===== config.mk =====
export PLATFORM = sky130hd
export DESIGN_NAME = modem_config_rx_timeout
export DESIGN_NICKNAME = d
export VERILOG_FILES = /design/src/modem_cfg_pkg.sv /design/src/cfg_if.sv /design/src/modem_config_rx_timeout.sv /design/src/rx_timeout.sv
export SDC_FILE = /design/constraint.sdc
export NUM_CORES = 1
export LEC_CHECK = 0
export ABC_CLOCK_PERIOD_IN_PS = 4800
export BUFFER_PORTS_ARGS = -buffer_cell sky130_fd_sc_hd__buf_2
export CAP_MARGIN = 20
export CORE_MARGIN = 8
export CORE_UTILIZATION = 52
export DETAILED_ROUTE_END_ITERATION = 10
export GPL_ROUTABILITY_DRIVEN = 1
export PLACE_DENSITY = 0.78
export SYNTH_ARGS = -nofsm -noshare
export SYNTH_HDL_FRONTEND = slang
export SYNTH_SLANG_ARGS = --single-unit

===== constraint.sdc =====
create_clock -name clk_i -period 4.8 [get_ports clk_i]
set_input_delay 0.24 -clock clk_i [delete_from_list [all_inputs] [get_ports clk_i]]
set_output_delay 0.24 -clock clk_i [all_outputs]
set_load 0.01 [all_outputs]

===== src/modem_cfg_pkg.sv =====
// package: register map, field layout, reset values and timing constants
package modem_cfg_pkg;
    // ----------------------------------------------------------------
    // register addresses
    // ----------------------------------------------------------------
    localparam logic [5:0] ADDR_MODEM_CONFIG_ONE    = 6'h13;
    localparam logic [5:0] ADDR_MODEM_CONFIG_ZERO   = 6'h14;
    localparam logic [5:0] ADDR_FREQUENCY_DEVIATION = 6'h15;
    localparam logic [5:0] ADDR_RADIO_STATE_CFG_TWO = 6'h16;
    // ----------------------------------------------------------------
    // field positions
    // ----------------------------------------------------------------
    localparam int FEC_BIT       = 7;
    localparam int PRE_LSB       = 4;
    localparam int SPC_E_LSB     = 0;
    localparam int DEV_E_LSB     = 4;
    localparam int DEV_M_LSB     = 0;
    localparam int CS_TERM_BIT   = 4;
    localparam int QUAL_BIT      = 3;
    localparam int RX_TIME_LSB   = 0;
    // ----------------------------------------------------------------
    // reset values and writable masks
    // ----------------------------------------------------------------
    localparam logic [7:0] RST_MODEM_ONE  = 8'h22;
    localparam logic [7:0] RST_MODEM_ZERO = 8'hf8;
    localparam logic [7:0] RST_DEVIATION  = 8'h47;
    localparam logic [7:0] RST_RSC_TWO    = 8'h07;
    localparam logic [7:0] MASK_MODEM_ONE = 8'hf3;
    localparam logic [7:0] MASK_DEVIATION = 8'h77;
    localparam logic [7:0] MASK_RSC_TWO   = 8'h1f;
    // ----------------------------------------------------------------
    // timing and arithmetic constants
    // ----------------------------------------------------------------
    localparam logic [2:0] RX_TIME_NONE    = 3'h7;
    localparam int         ASK_CS_SYMBOLS  = 8;
    localparam int         SPACING_OFFSET  = 256;
    localparam int         DEV_OFFSET      = 8;
    localparam int         EVENT_MSBS_MAX  = 13;
    localparam int         EVENT_W         = 16;
    localparam int         SPC_FRAC_BITS   = 18;
    localparam int         DEV_FRAC_BITS   = 17;
    localparam int         CLK_PERIOD_NS   = 40;
    typedef enum logic [3:0] {
        ST_IDLE = 4'b0001,
        ST_HUNT = 4'b0010,
        ST_KEEP = 4'b0100,
        ST_STOP = 4'b1000
    } rx_state_t;
endpackage


===== src/cfg_if.sv =====
// interface: decoded configuration fields between bank and timer
`timescale 1ns/1ps
interface cfg_if;
    logic [2:0] rx_time;
    logic       qualifier;
    logic       cs_term;
    modport bank (output rx_time, output qualifier, output cs_term);
    modport timer (input rx_time, input qualifier, input cs_term);
endinterface


===== src/modem_config_rx_timeout.sv =====
// module: modem configuration and receive-timeout register bank
`timescale 1ns/1ps
// Behaviour
// - fec with interleaving is enabled only for fixed-length packets.
// - the preamble code maps to 2,3,4,6,8,12,16,24 bytes, reset code 2.
// - spacing mantissa resets to 0xf8, exponent in bits 1:0 resets to 2.
// - channel offset is channel times xtal/2^18 times (256+m) times 2^e.
// - fsk deviation is xtal/2^17 times (8+m) times 2^e, resets 7 and 4.
// - with msk the deviation mantissa gives the phase-change fraction.
// - carrier-sense termination ends rx early, after 8 symbols on ask.
// - at expiry rx keeps on sync, or on preamble quality when qualified.
// - the 3-bit receive-time field, reset 7, times the sync search.
// - timeout scales the event period, halving per code; code 7 never times out.
// - count is the event period's 13 msbs at code 0, down to 7 at code 6.
module modem_config_rx_timeout
    import modem_cfg_pkg::*;
(
    input  wire logic                               clk_i,
    input  wire logic                               rst_n_i,
    input  wire logic [5:0]                         reg_addr_i,
    input  wire logic                               reg_wr_i,
    input  wire logic [7:0]                         reg_wdata_i,
    output logic [7:0]                              reg_rdata_o,
    input  wire logic                               packet_length_setting_i,
    input  wire logic                               msk_i,
    input  wire logic                               ask_i,
    input  wire logic [7:0]                         channel_number_i,
    input  wire logic [modem_cfg_pkg::EVENT_W-1:0]  wake_event_period_i,
    input  wire logic                               rx_start_i,
    input  wire logic                               rx_done_i,
    input  wire logic                               rc_tick_i,
    input  wire logic                               sym_tick_i,
    input  wire logic                               sync_found_i,
    input  wire logic                               preamble_quality_indication_i,
    input  wire logic                               carrier_sense_i,
    output logic                                    error_correction_enable_o,
    output logic [4:0]                              preamble_bytes_o,
    output logic [31:0]                             channel_offset_o,
    output logic [31:0]                             deviation_o,
    output logic [2:0]                              msk_phase_fraction_o,
    output logic                                    rx_stop_o,
    output logic                                    rx_keep_o
);
    import modem_cfg_pkg::*;
    logic [7:0]  mdm1_q;
    logic [7:0]  mdm0_q;
    logic [7:0]  dev_q;
    logic [7:0]  rsc2_q;
    logic [4:0]  pre_bytes;
    logic [1:0]  spc_e;
    logic [2:0]  dev_e;
    logic [2:0]  dev_m;
    logic [31:0] spc_prod;
    logic [31:0] dev_raw;
    logic        rx_start_q;
    logic        sync_meta_q;
    logic        sync_q;
    logic        qual_meta_q;
    logic        qual_q;
    logic        cs_meta_q;
    logic        cs_q;
    logic        done_meta_q;
    logic        done_q;
    logic        rc_meta_q;
    logic        rc_q;
    logic        rc_prev_q;
    logic        sym_meta_q;
    logic        sym_q;
    logic        sym_prev_q;
    logic        tmr_stop;
    logic        tmr_keep;
    cfg_if       cfg ();
    // ----------------------------------------------------------------
    // register writes; reserved bits masked so they stay zero
    // ----------------------------------------------------------------
    always_ff @(posedge clk_i) begin
        if (!rst_n_i) begin
            mdm1_q <= RST_MODEM_ONE;
            mdm0_q <= RST_MODEM_ZERO;
            dev_q  <= RST_DEVIATION;
            rsc2_q <= RST_RSC_TWO;
        end else if (reg_wr_i) begin
            case (reg_addr_i)
                ADDR_MODEM_CONFIG_ONE:    mdm1_q <= reg_wdata_i & MASK_MODEM_ONE;
                ADDR_MODEM_CONFIG_ZERO:   mdm0_q <= reg_wdata_i;
                ADDR_FREQUENCY_DEVIATION: dev_q  <= reg_wdata_i & MASK_DEVIATION;
                ADDR_RADIO_STATE_CFG_TWO: rsc2_q <= reg_wdata_i & MASK_RSC_TWO;
                default: ;
            endcase
        end
    end
    // unmapped addresses read zero
    always_ff @(posedge clk_i) begin
        if (!rst_n_i) reg_rdata_o <= 8'h00;
        else begin
            case (reg_addr_i)
                ADDR_MODEM_CONFIG_ONE:    reg_rdata_o <= mdm1_q;
                ADDR_MODEM_CONFIG_ZERO:   reg_rdata_o <= mdm0_q;
                ADDR_FREQUENCY_DEVIATION: reg_rdata_o <= dev_q;
                ADDR_RADIO_STATE_CFG_TWO: reg_rdata_o <= rsc2_q;
                default:                  reg_rdata_o <= 8'h00;
            endcase
        end
    end
    // ----------------------------------------------------------------
    // field decode
    // ----------------------------------------------------------------
    assign spc_e = mdm1_q[SPC_E_LSB +: 2];
    assign dev_e = dev_q[DEV_E_LSB +: 3];
    assign dev_m = dev_q[DEV_M_LSB +: 3];
    assign cfg.rx_time   = rsc2_q[RX_TIME_LSB +: 3];
    assign cfg.qualifier = rsc2_q[QUAL_BIT];
    assign cfg.cs_term   = rsc2_q[CS_TERM_BIT];
    always_comb begin
        case (mdm1_q[PRE_LSB +: 3])
            3'h0:    pre_bytes = 5'h02;
            3'h1:    pre_bytes = 5'h03;
            3'h2:    pre_bytes = 5'h04;
            3'h3:    pre_bytes = 5'h06;
            3'h4:    pre_bytes = 5'h08;
            3'h5:    pre_bytes = 5'h0c;
            3'h6:    pre_bytes = 5'h10;
            default: pre_bytes = 5'h18;
        endcase
    end
    // results are in units of f_xtal / 2^18 and f_xtal / 2^17
    assign spc_prod = (32'(channel_number_i)
                      * (32'(SPACING_OFFSET) + 32'(mdm0_q))) << spc_e;
    assign dev_raw  = 32'((4'(DEV_OFFSET) + {1'b0, dev_m})) << dev_e;
    // ----------------------------------------------------------------
    // pin synchronisers
    // ----------------------------------------------------------------
    always_ff @(posedge clk_i) begin
        if (!rst_n_i) begin
            sync_meta_q <= 1'b0;
            sync_q      <= 1'b0;
            qual_meta_q <= 1'b0;
            qual_q      <= 1'b0;
            cs_meta_q   <= 1'b0;
            cs_q        <= 1'b0;
            done_meta_q <= 1'b0;
            done_q      <= 1'b0;
            rc_meta_q   <= 1'b0;
            rc_q        <= 1'b0;
            rc_prev_q   <= 1'b0;
            sym_meta_q  <= 1'b0;
            sym_q       <= 1'b0;
            sym_prev_q  <= 1'b0;
            rx_start_q  <= 1'b0;
        end else begin
            sync_meta_q <= sync_found_i;
            sync_q      <= sync_meta_q;
            qual_meta_q <= preamble_quality_indication_i;
            qual_q      <= qual_meta_q;
            cs_meta_q   <= carrier_sense_i;
            cs_q        <= cs_meta_q;
            done_meta_q <= rx_done_i;
            done_q      <= done_meta_q;
            rc_meta_q   <= rc_tick_i;
            rc_q        <= rc_meta_q;
            rc_prev_q   <= rc_q;
            sym_meta_q  <= sym_tick_i;
            sym_q       <= sym_meta_q;
            sym_prev_q  <= sym_q;
            rx_start_q  <= rx_start_i;
        end
    end
    // ----------------------------------------------------------------
    // timeout engine; counts rc edges, so the rc must run for 0..6
    // ----------------------------------------------------------------
    rx_timeout u_rx_timeout (
        .clk_i      (clk_i),
        .rst_n_i    (rst_n_i),
        .cfg        (cfg),
        .event_i    (wake_event_period_i),
        .start_i    (rx_start_q),
        .rc_tick_i  (rc_q & ~rc_prev_q),
        .sym_tick_i (sym_q & ~sym_prev_q),
        .ask_i      (ask_i),
        .sync_i     (sync_q),
        .quality_i  (qual_q),
        .cs_i       (cs_q),
        .done_i     (done_q),
        .stop_o     (tmr_stop),
        .keep_o     (tmr_keep)
    );
    // ----------------------------------------------------------------
    // registered outputs
    // ----------------------------------------------------------------
    always_ff @(posedge clk_i) begin
        if (!rst_n_i) begin
            error_correction_enable_o <= 1'b0;
            preamble_bytes_o          <= 5'h04;
            channel_offset_o          <= 32'h0000_0000;
            deviation_o               <= 32'h0000_0000;
            msk_phase_fraction_o      <= 3'h0;
            rx_stop_o                 <= 1'b0;
            rx_keep_o                 <= 1'b0;
        end else begin
            // variable-length packets cannot carry interleaved fec
            error_correction_enable_o <= mdm1_q[FEC_BIT]
                                         && !packet_length_setting_i;
            preamble_bytes_o          <= pre_bytes;
            channel_offset_o          <= spc_prod[31:0];
            deviation_o               <= msk_i ? 32'h0 : dev_raw;
            msk_phase_fraction_o      <= msk_i ? dev_m : 3'h0;
            rx_stop_o                 <= tmr_stop;
            rx_keep_o                 <= tmr_keep;
        end
    end
    // ----------------------------------------------------------------
    // checks
    // ----------------------------------------------------------------
    AST_FEC_FIXED: assert property (@(posedge clk_i) disable iff (!rst_n_i)
        error_correction_enable_o |-> $past(!packet_length_setting_i))
        else $error("fec on with variable length");
    AST_PREAMBLE_24: assert property (@(posedge clk_i) disable iff (!rst_n_i)
        mdm1_q[6:4] == 3'h7 |=> preamble_bytes_o == 5'h18)
        else $error("code 7 preamble must be 24 bytes");
    AST_RESERVED_ZERO: assert property (@(posedge clk_i) disable iff (!rst_n_i)
        reg_wr_i ##1 1'b1 |-> mdm1_q[3:2] == 2'h0 && dev_q[7] == 1'b0
        && dev_q[3] == 1'b0 && rsc2_q[7:5] == 3'h0)
        else $error("reserved bits must stay zero");
    AST_MSK_FRACTION: assert property (@(posedge clk_i) disable iff (!rst_n_i)
        msk_i |=> deviation_o == 32'h0 && msk_phase_fraction_o == $past(dev_m))
        else $error("msk must reuse deviation mantissa");
    AST_DEV_RESET: assert property (@(posedge clk_i)
        !rst_n_i |=> dev_q == 8'h47 && mdm0_q == 8'hf8 && rsc2_q == 8'h07)
        else $error("reset values wrong");
    COV_FEC: cover property (@(posedge clk_i) error_correction_enable_o);
    COV_MSK: cover property (@(posedge clk_i) msk_i && msk_phase_fraction_o != 3'h0);
endmodule // modem_config_rx_timeout


===== src/rx_timeout.sv =====
// module: receive sync-search timeout counter on the rc tick
`timescale 1ns/1ps
module rx_timeout
    import modem_cfg_pkg::*;
(
    input  wire logic                       clk_i,
    input  wire logic                       rst_n_i,
    cfg_if.timer                            cfg,
    input  wire logic [EVENT_W-1:0]         event_i,
    input  wire logic                       start_i,
    input  wire logic                       rc_tick_i,
    input  wire logic                       sym_tick_i,
    input  wire logic                       ask_i,
    input  wire logic                       sync_i,
    input  wire logic                       quality_i,
    input  wire logic                       cs_i,
    input  wire logic                       done_i,
    output logic                            stop_o,
    output logic                            keep_o
);
    import modem_cfg_pkg::*;
    rx_state_t         state_q;
    logic [15:0]       cnt_q;
    logic [3:0]        sym_q;
    logic [15:0]       load;
    logic              expired;
    logic              cs_fail;
    // ----------------------------------------------------------------
    // timeout length: 13 msbs at code 0, one fewer per code
    // ----------------------------------------------------------------
    always_comb begin
        load = 16'(event_i >> (EVENT_W - EVENT_MSBS_MAX + 32'(cfg.rx_time)));
    end
    assign expired = (state_q == ST_HUNT) && cfg.rx_time != RX_TIME_NONE
                     && rc_tick_i && cnt_q <= 16'h0001;
    // ask: no carrier in the first symbols ends rx
    assign cs_fail = cfg.cs_term && ((ask_i && sym_tick_i && !cs_i
                     && sym_q == 4'(ASK_CS_SYMBOLS - 1))
                     || (!ask_i && !cs_i));
    always_ff @(posedge clk_i) begin
        if (!rst_n_i) begin
            state_q <= ST_IDLE;
        end else begin
            case (state_q)
                ST_IDLE: if (start_i) state_q <= ST_HUNT;
                ST_HUNT: begin
                    if (done_i) state_q <= ST_IDLE;
                    else if (cs_fail) state_q <= ST_STOP;
                    else if (expired) begin
                        // sync always keeps; quality only when qualified
                        if (sync_i || (cfg.qualifier && quality_i))
                            state_q <= ST_KEEP;
                        else
                            state_q <= ST_STOP;
                    end
                end
                ST_KEEP: if (done_i) state_q <= ST_IDLE;
                ST_STOP: state_q <= ST_IDLE;
                default: state_q <= ST_IDLE;
            endcase
        end
    end
    always_ff @(posedge clk_i) begin
        if (!rst_n_i) cnt_q <= 16'h0000;
        else if (start_i && state_q == ST_IDLE) cnt_q <= load;
        else if (rc_tick_i && cnt_q != 16'h0000) cnt_q <= cnt_q - 16'h0001;
    end
    always_ff @(posedge clk_i) begin
        if (!rst_n_i) sym_q <= 4'h0;
        else if (state_q != ST_HUNT) sym_q <= 4'h0;
        else if (sym_tick_i && sym_q != 4'hf) sym_q <= sym_q + 4'h1;
    end
    always_ff @(posedge clk_i) begin
        if (!rst_n_i) begin
            stop_o <= 1'b0;
            keep_o <= 1'b0;
        end else begin
            stop_o <= (state_q == ST_STOP);
            keep_o <= (state_q == ST_KEEP);
        end
    end
    // ----------------------------------------------------------------
    // checks
    // ----------------------------------------------------------------
    AST_NO_TIMEOUT_CODE7: assert property (@(posedge clk_i) disable iff (!rst_n_i)
        (state_q == ST_HUNT && cfg.rx_time == RX_TIME_NONE && !cfg.cs_term
         && !done_i) |=> state_q == ST_HUNT)
        else $error("code 7 must not time out");
    AST_QUAL_KEEP: assert property (@(posedge clk_i) disable iff (!rst_n_i)
        (expired && !cs_fail && !done_i && !sync_i && cfg.qualifier
         && quality_i) |=> state_q == ST_KEEP)
        else $error("qualified preamble quality must keep rx");
    AST_NOQUAL_STOP: assert property (@(posedge clk_i) disable iff (!rst_n_i)
        (expired && !cs_fail && !done_i && !sync_i && !cfg.qualifier)
        |=> state_q == ST_STOP ##1 stop_o)
        else $error("no sync and no qualifier must stop rx");
    AST_LOAD_MSBS: assert property (@(posedge clk_i) disable iff (!rst_n_i)
        (state_q == ST_IDLE && start_i && cfg.rx_time == 3'h0)
        |=> cnt_q == 16'(event_i >> 3) || $changed(event_i))
        else $error("code 0 must load 13 msbs");
    AST_CS_TERM: assert property (@(posedge clk_i) disable iff (!rst_n_i)
        (state_q == ST_HUNT && !done_i && cfg.cs_term && !ask_i && !cs_i)
        |=> state_q == ST_STOP)
        else $error("missing carrier must end rx");
    COV_KEEP: cover property (@(posedge clk_i) state_q == ST_KEEP);
    COV_STOP: cover property (@(posedge clk_i) state_q == ST_STOP);
    COV_ASK: cover property (@(posedge clk_i) cs_fail && ask_i);
endmodule // rx_timeout


==> run metrics <==
Ports 134; Worst Setup Start Kind register; max-slew violation count 0; Clock power frac a little over 30%; internal power ~0.0027 W; Rel. slew slack 28.9%; Netlist Area Pre-Place roughly 8000 µm²; routed vias/inst 5.59; Comb pwr share between 40% and 50%; largest net degree at the start of global routing 41; Critical path buffers and inverters 4; die area 19700 µm²; total track usage around a fifth; CP delay by family, top adder cells; r2r endpoint channel_offset_o[17]$_SDFF_PN0_; Async S/R FF share, synth 0%; total detailed-routing wirelength 18800 µm; slowest stage cell, crit path fa_1; number of global-route vias before repair 6462; Worst EP required between 5 and 6 ns; sequential area share after synthesis slightly below 30%; dpl hpwl 14500 µm; DR WL/cell about 15 µm; Fin Clk Skew roughly 0.0086 ns; clk root buf clkbuf_16; number of buffers created by CTS 17; CTS tree built; worst skew pair latency around 0.41 ns; EDFF count, synth 0; port bufs 98; Placer Congestion between 0.8 and 0.9; Min-Delay Startpoint sym_tick_i; slew at the pin closest to its max-slew limit 1.07 ns; Clock Tree Buf Depth 2; final setup vio count 0; Synth warnings 0; H-tree depth 4; placed cell count 1213; DR DRC count 0; PD cells ~450 nW/µm²; share of cells above drive strength 1 between 10% and 20%; critical path class register to register; Pleak around 4.3 nW; setup TNS 0 ns; die width 140 µm; crit-path cells and2_1 > fa_1 > fa_1 > fa_1 > inv_1 > fa_1 > inv_1 > ha_1 > o211ai_1 > a211o_1 > a2111o_1 > o211ai_1 > buf_4 > buf_4 > mux2i_1 > a211oi_1; Synth Flop Type dfxtp_1; synth unique cells 67; CP endpoint kind register; reg-to-reg startpoint mdm0_q[2]$_SDFFE_PN0P_; R2R cell count 16; first-pass GRT wire length between 30000 and 40000 µm; Core Area about 15000 µm²; fin nets 1182; Switching Fraction between 30% and 40%; Seq cells post-synth 117; Synth Area per Inst 8.52 µm²; crit path max fanout 6; FMAX 219 MHz; slowest stage delay, CP about 0.54 ns; drt pass-1 iters 6; CTS clk-pin slew, worst paths roughly 0.060 ns; Psw between 0.001 and 0.0015 W; via count 6971; RSZ-0062 raised after global routing no; Min-Delay Path Depth 2; Cell Count, Final, Fillers Out about 1200; DR iter-0 viols about 640; FP Rows 45; initial antenna violation count 1; Gate Count Post-Synth between 900 and 1000; run status finished clean; final cycle utilization of the critical path between 90% and 100%; Final ANT Viol Nets 0; Post CTS Setup Buffer Count 0; Reg2Reg Setup Slack roughly 0.23 ns; max cap viols 0; most used cell, CP fa_1; Area Overhead vs Synth 16.9%; Clock Sinks between 100 and 150; die height around 140 µm; Worst VDD drop ~0.26 mV; starting density of the core approximately 53%; Min-Delay Path Class input port to register; Hold Crit Endpoint sym_meta_q$_SDFF_PN0_; minimum clock period after layout between 4 and 5 ns; CP arrival roughly 4.9 ns; GRT overflow 0; Seq pwr share roughly a quarter; Fin. Hold Viols 0
## worst reg2reg max path: stages, from the launching register on
cell and delay (ns):
dfxtp_4 0.36, and2_1 0.16, fa_1 0.51, fa_1 0.52
fa_1 0.54, inv_1 0.05, fa_1 0.52, inv_1 0.04
ha_1 0.29, o211ai_1 0.12, a211o_1 0.33, a2111o_1 0.38
o211ai_1 0.10, buf_4 0.15, buf_4 0.11, mux2i_1 0.06
a211oi_1 0.24
## layer usage
metal	share of wire (%)	track usage (%)	wire length, µm
met2	43	28.3	8110
met5	0	0	0
met3	9.1	5.10	1700
met1	46	25.9	8660
met4	1.6	6.23	291
## layout make-up
class                           count  area, µm²
Multi-Input combinational cell    698       5140
Clock buffer                       20        467
Timing Repair Buffer              129        726
Clock inverter                     11        148
Tap cell                          188        235
Fill cell                        1277       5760
Sequential cell                   117       2360
Antenna cell                        1       2.50
Inverter                           82        308
## worst max path at each step
stage | start | to | slack [ns] | cells past startpoint
2_1_floorplan | mdm0_q[4]$_SDFFE_PN1P_ | channel_offset_o[19]$_SDFF_PN0_ | 0.23 | 16
3_3_place_gp | channel_number_i[4] | channel_offset_o[19]$_SDFF_PN0_ | 0.11 | 18
3_5_place_dp | channel_number_i[7] | channel_offset_o[19]$_SDFF_PN0_ | 0.0006 | 16
4_1_cts | mdm0_q[2]$_SDFFE_PN0P_ | channel_offset_o[19]$_SDFF_PN0_ | 0.03 | 15
5_1_grt | mdm0_q[2]$_SDFFE_PN0P_ | channel_offset_o[14]$_SDFF_PN0_ | 0.04 | 16
6_report | mdm0_q[2]$_SDFFE_PN0P_ | channel_offset_o[17]$_SDFF_PN0_ | 0.23 | 16
## state kept, by name, summed over array words and instances (netlist names), 3 cells and up
name	cells
u_rx_timeout.state_q	4
preamble_bytes_o	5
msk_phase_fraction_o	3
deviation_o	11
mdm0_q	8
u_rx_timeout.sym_q	4
u_rx_timeout.cnt_q	16
channel_offset_o	21
dev_q	6
mdm1_q	6
reg_rdata_o	8
rsc2_q	5
## power by group through the flow
| stage | Combinational, W | Clock [W] | Sequential, W |
|---|---|---|---|
| floorplan | 0.00116 | 0 | 0.00111 |
| global placement | 0.00169 | 0 | 0.00109 |
| detailed placement | 0.00172 | 0 | 0.00109 |
| CTS | 0.00174 | 0.00132 | 0.00107 |
| global route | 0.00203 | 0.00136 | 0.00107 |
| finish | 0.00181 | 0.00130 | 0.00107 |
## kinds of logic after synthesis
| logic type | after synthesis | synth area share [%] |
|---|---|---|
| other | 1 | 0.0467 |
| xor gates and xnor gates | 19 | 2.07 |
| and+or+nand+nor | 360 | 23.4 |
| muxes | 38 | 5.50 |
| AOI/OAI and AO/OA | 163 | 13.5 |
| adders and majority gates | 86 | 17.3 |
| DFF | 117 | 29.2 |
| buffers and inverters | 158 | 8.96 |
## layout by cell type (no fill, tap or decap), types with 6 or more instances in the layout
master     instances
inv_1             80
conb_1            32
and3_1            13
mux2_2             9
nor3b_1            9
a31oi_1            7
xor2_1             8
nor2_1            62
buf_4             30
dfxtp_1          111
fa_1              41
a21o_1             6
and2_1            77
mux2i_1           25
nand2_1           90
buf_2             98
ha_1              41
o22ai_1            6
a211oi_1          25
clkbuf_16         17
nand4_1            6
nand2b_1          10
o21ai_0           28
xnor2_1           11
nor3_1            25
o211ai_1          11
a21oi_1           39
nand3_1           33
## metrics by stage
step                      power, W  setup slack [ns]  util [%]  hold WS [ns]  instance area [µm²]
after floorplan            0.00226             0.230         -         0.312                 8140
after global placement     0.00277             0.109      57.3         0.398                 8680
after detailed placement   0.00281          0.000625      57.3         0.400                 8680
after CTS                  0.00412            0.0318      61.5        0.0154                 9310
after global routing       0.00446            0.0353      61.9        0.0198                 9380
final                      0.00418             0.227      61.9        0.0289                 9380
## synthesized netlist by cell type (30+ instances only)
cell type  number  share of area [%]
inv_1          80                3.7
o21ai_0        30                1.9
and2_1         77                6.0
nand2_1        90                4.2
nor2_1         62                2.9
buf_4          32                3.0
ha_1           44                6.9
dfxtp_1       117                 29
fa_1           42                 10
clkbuf_1       36                1.7
a21oi_1        40                2.5
nand3_1        33                2.1
## repair_timing
action | CTS | global route
hold endpoints to repair | 1 | 0
setup endpoints to repair | 1 | 10
pin swaps | 0 | 3
hold buffers | 1 | 0
resized for setup | 1 | 21
(Power assumes the default switching activity.)
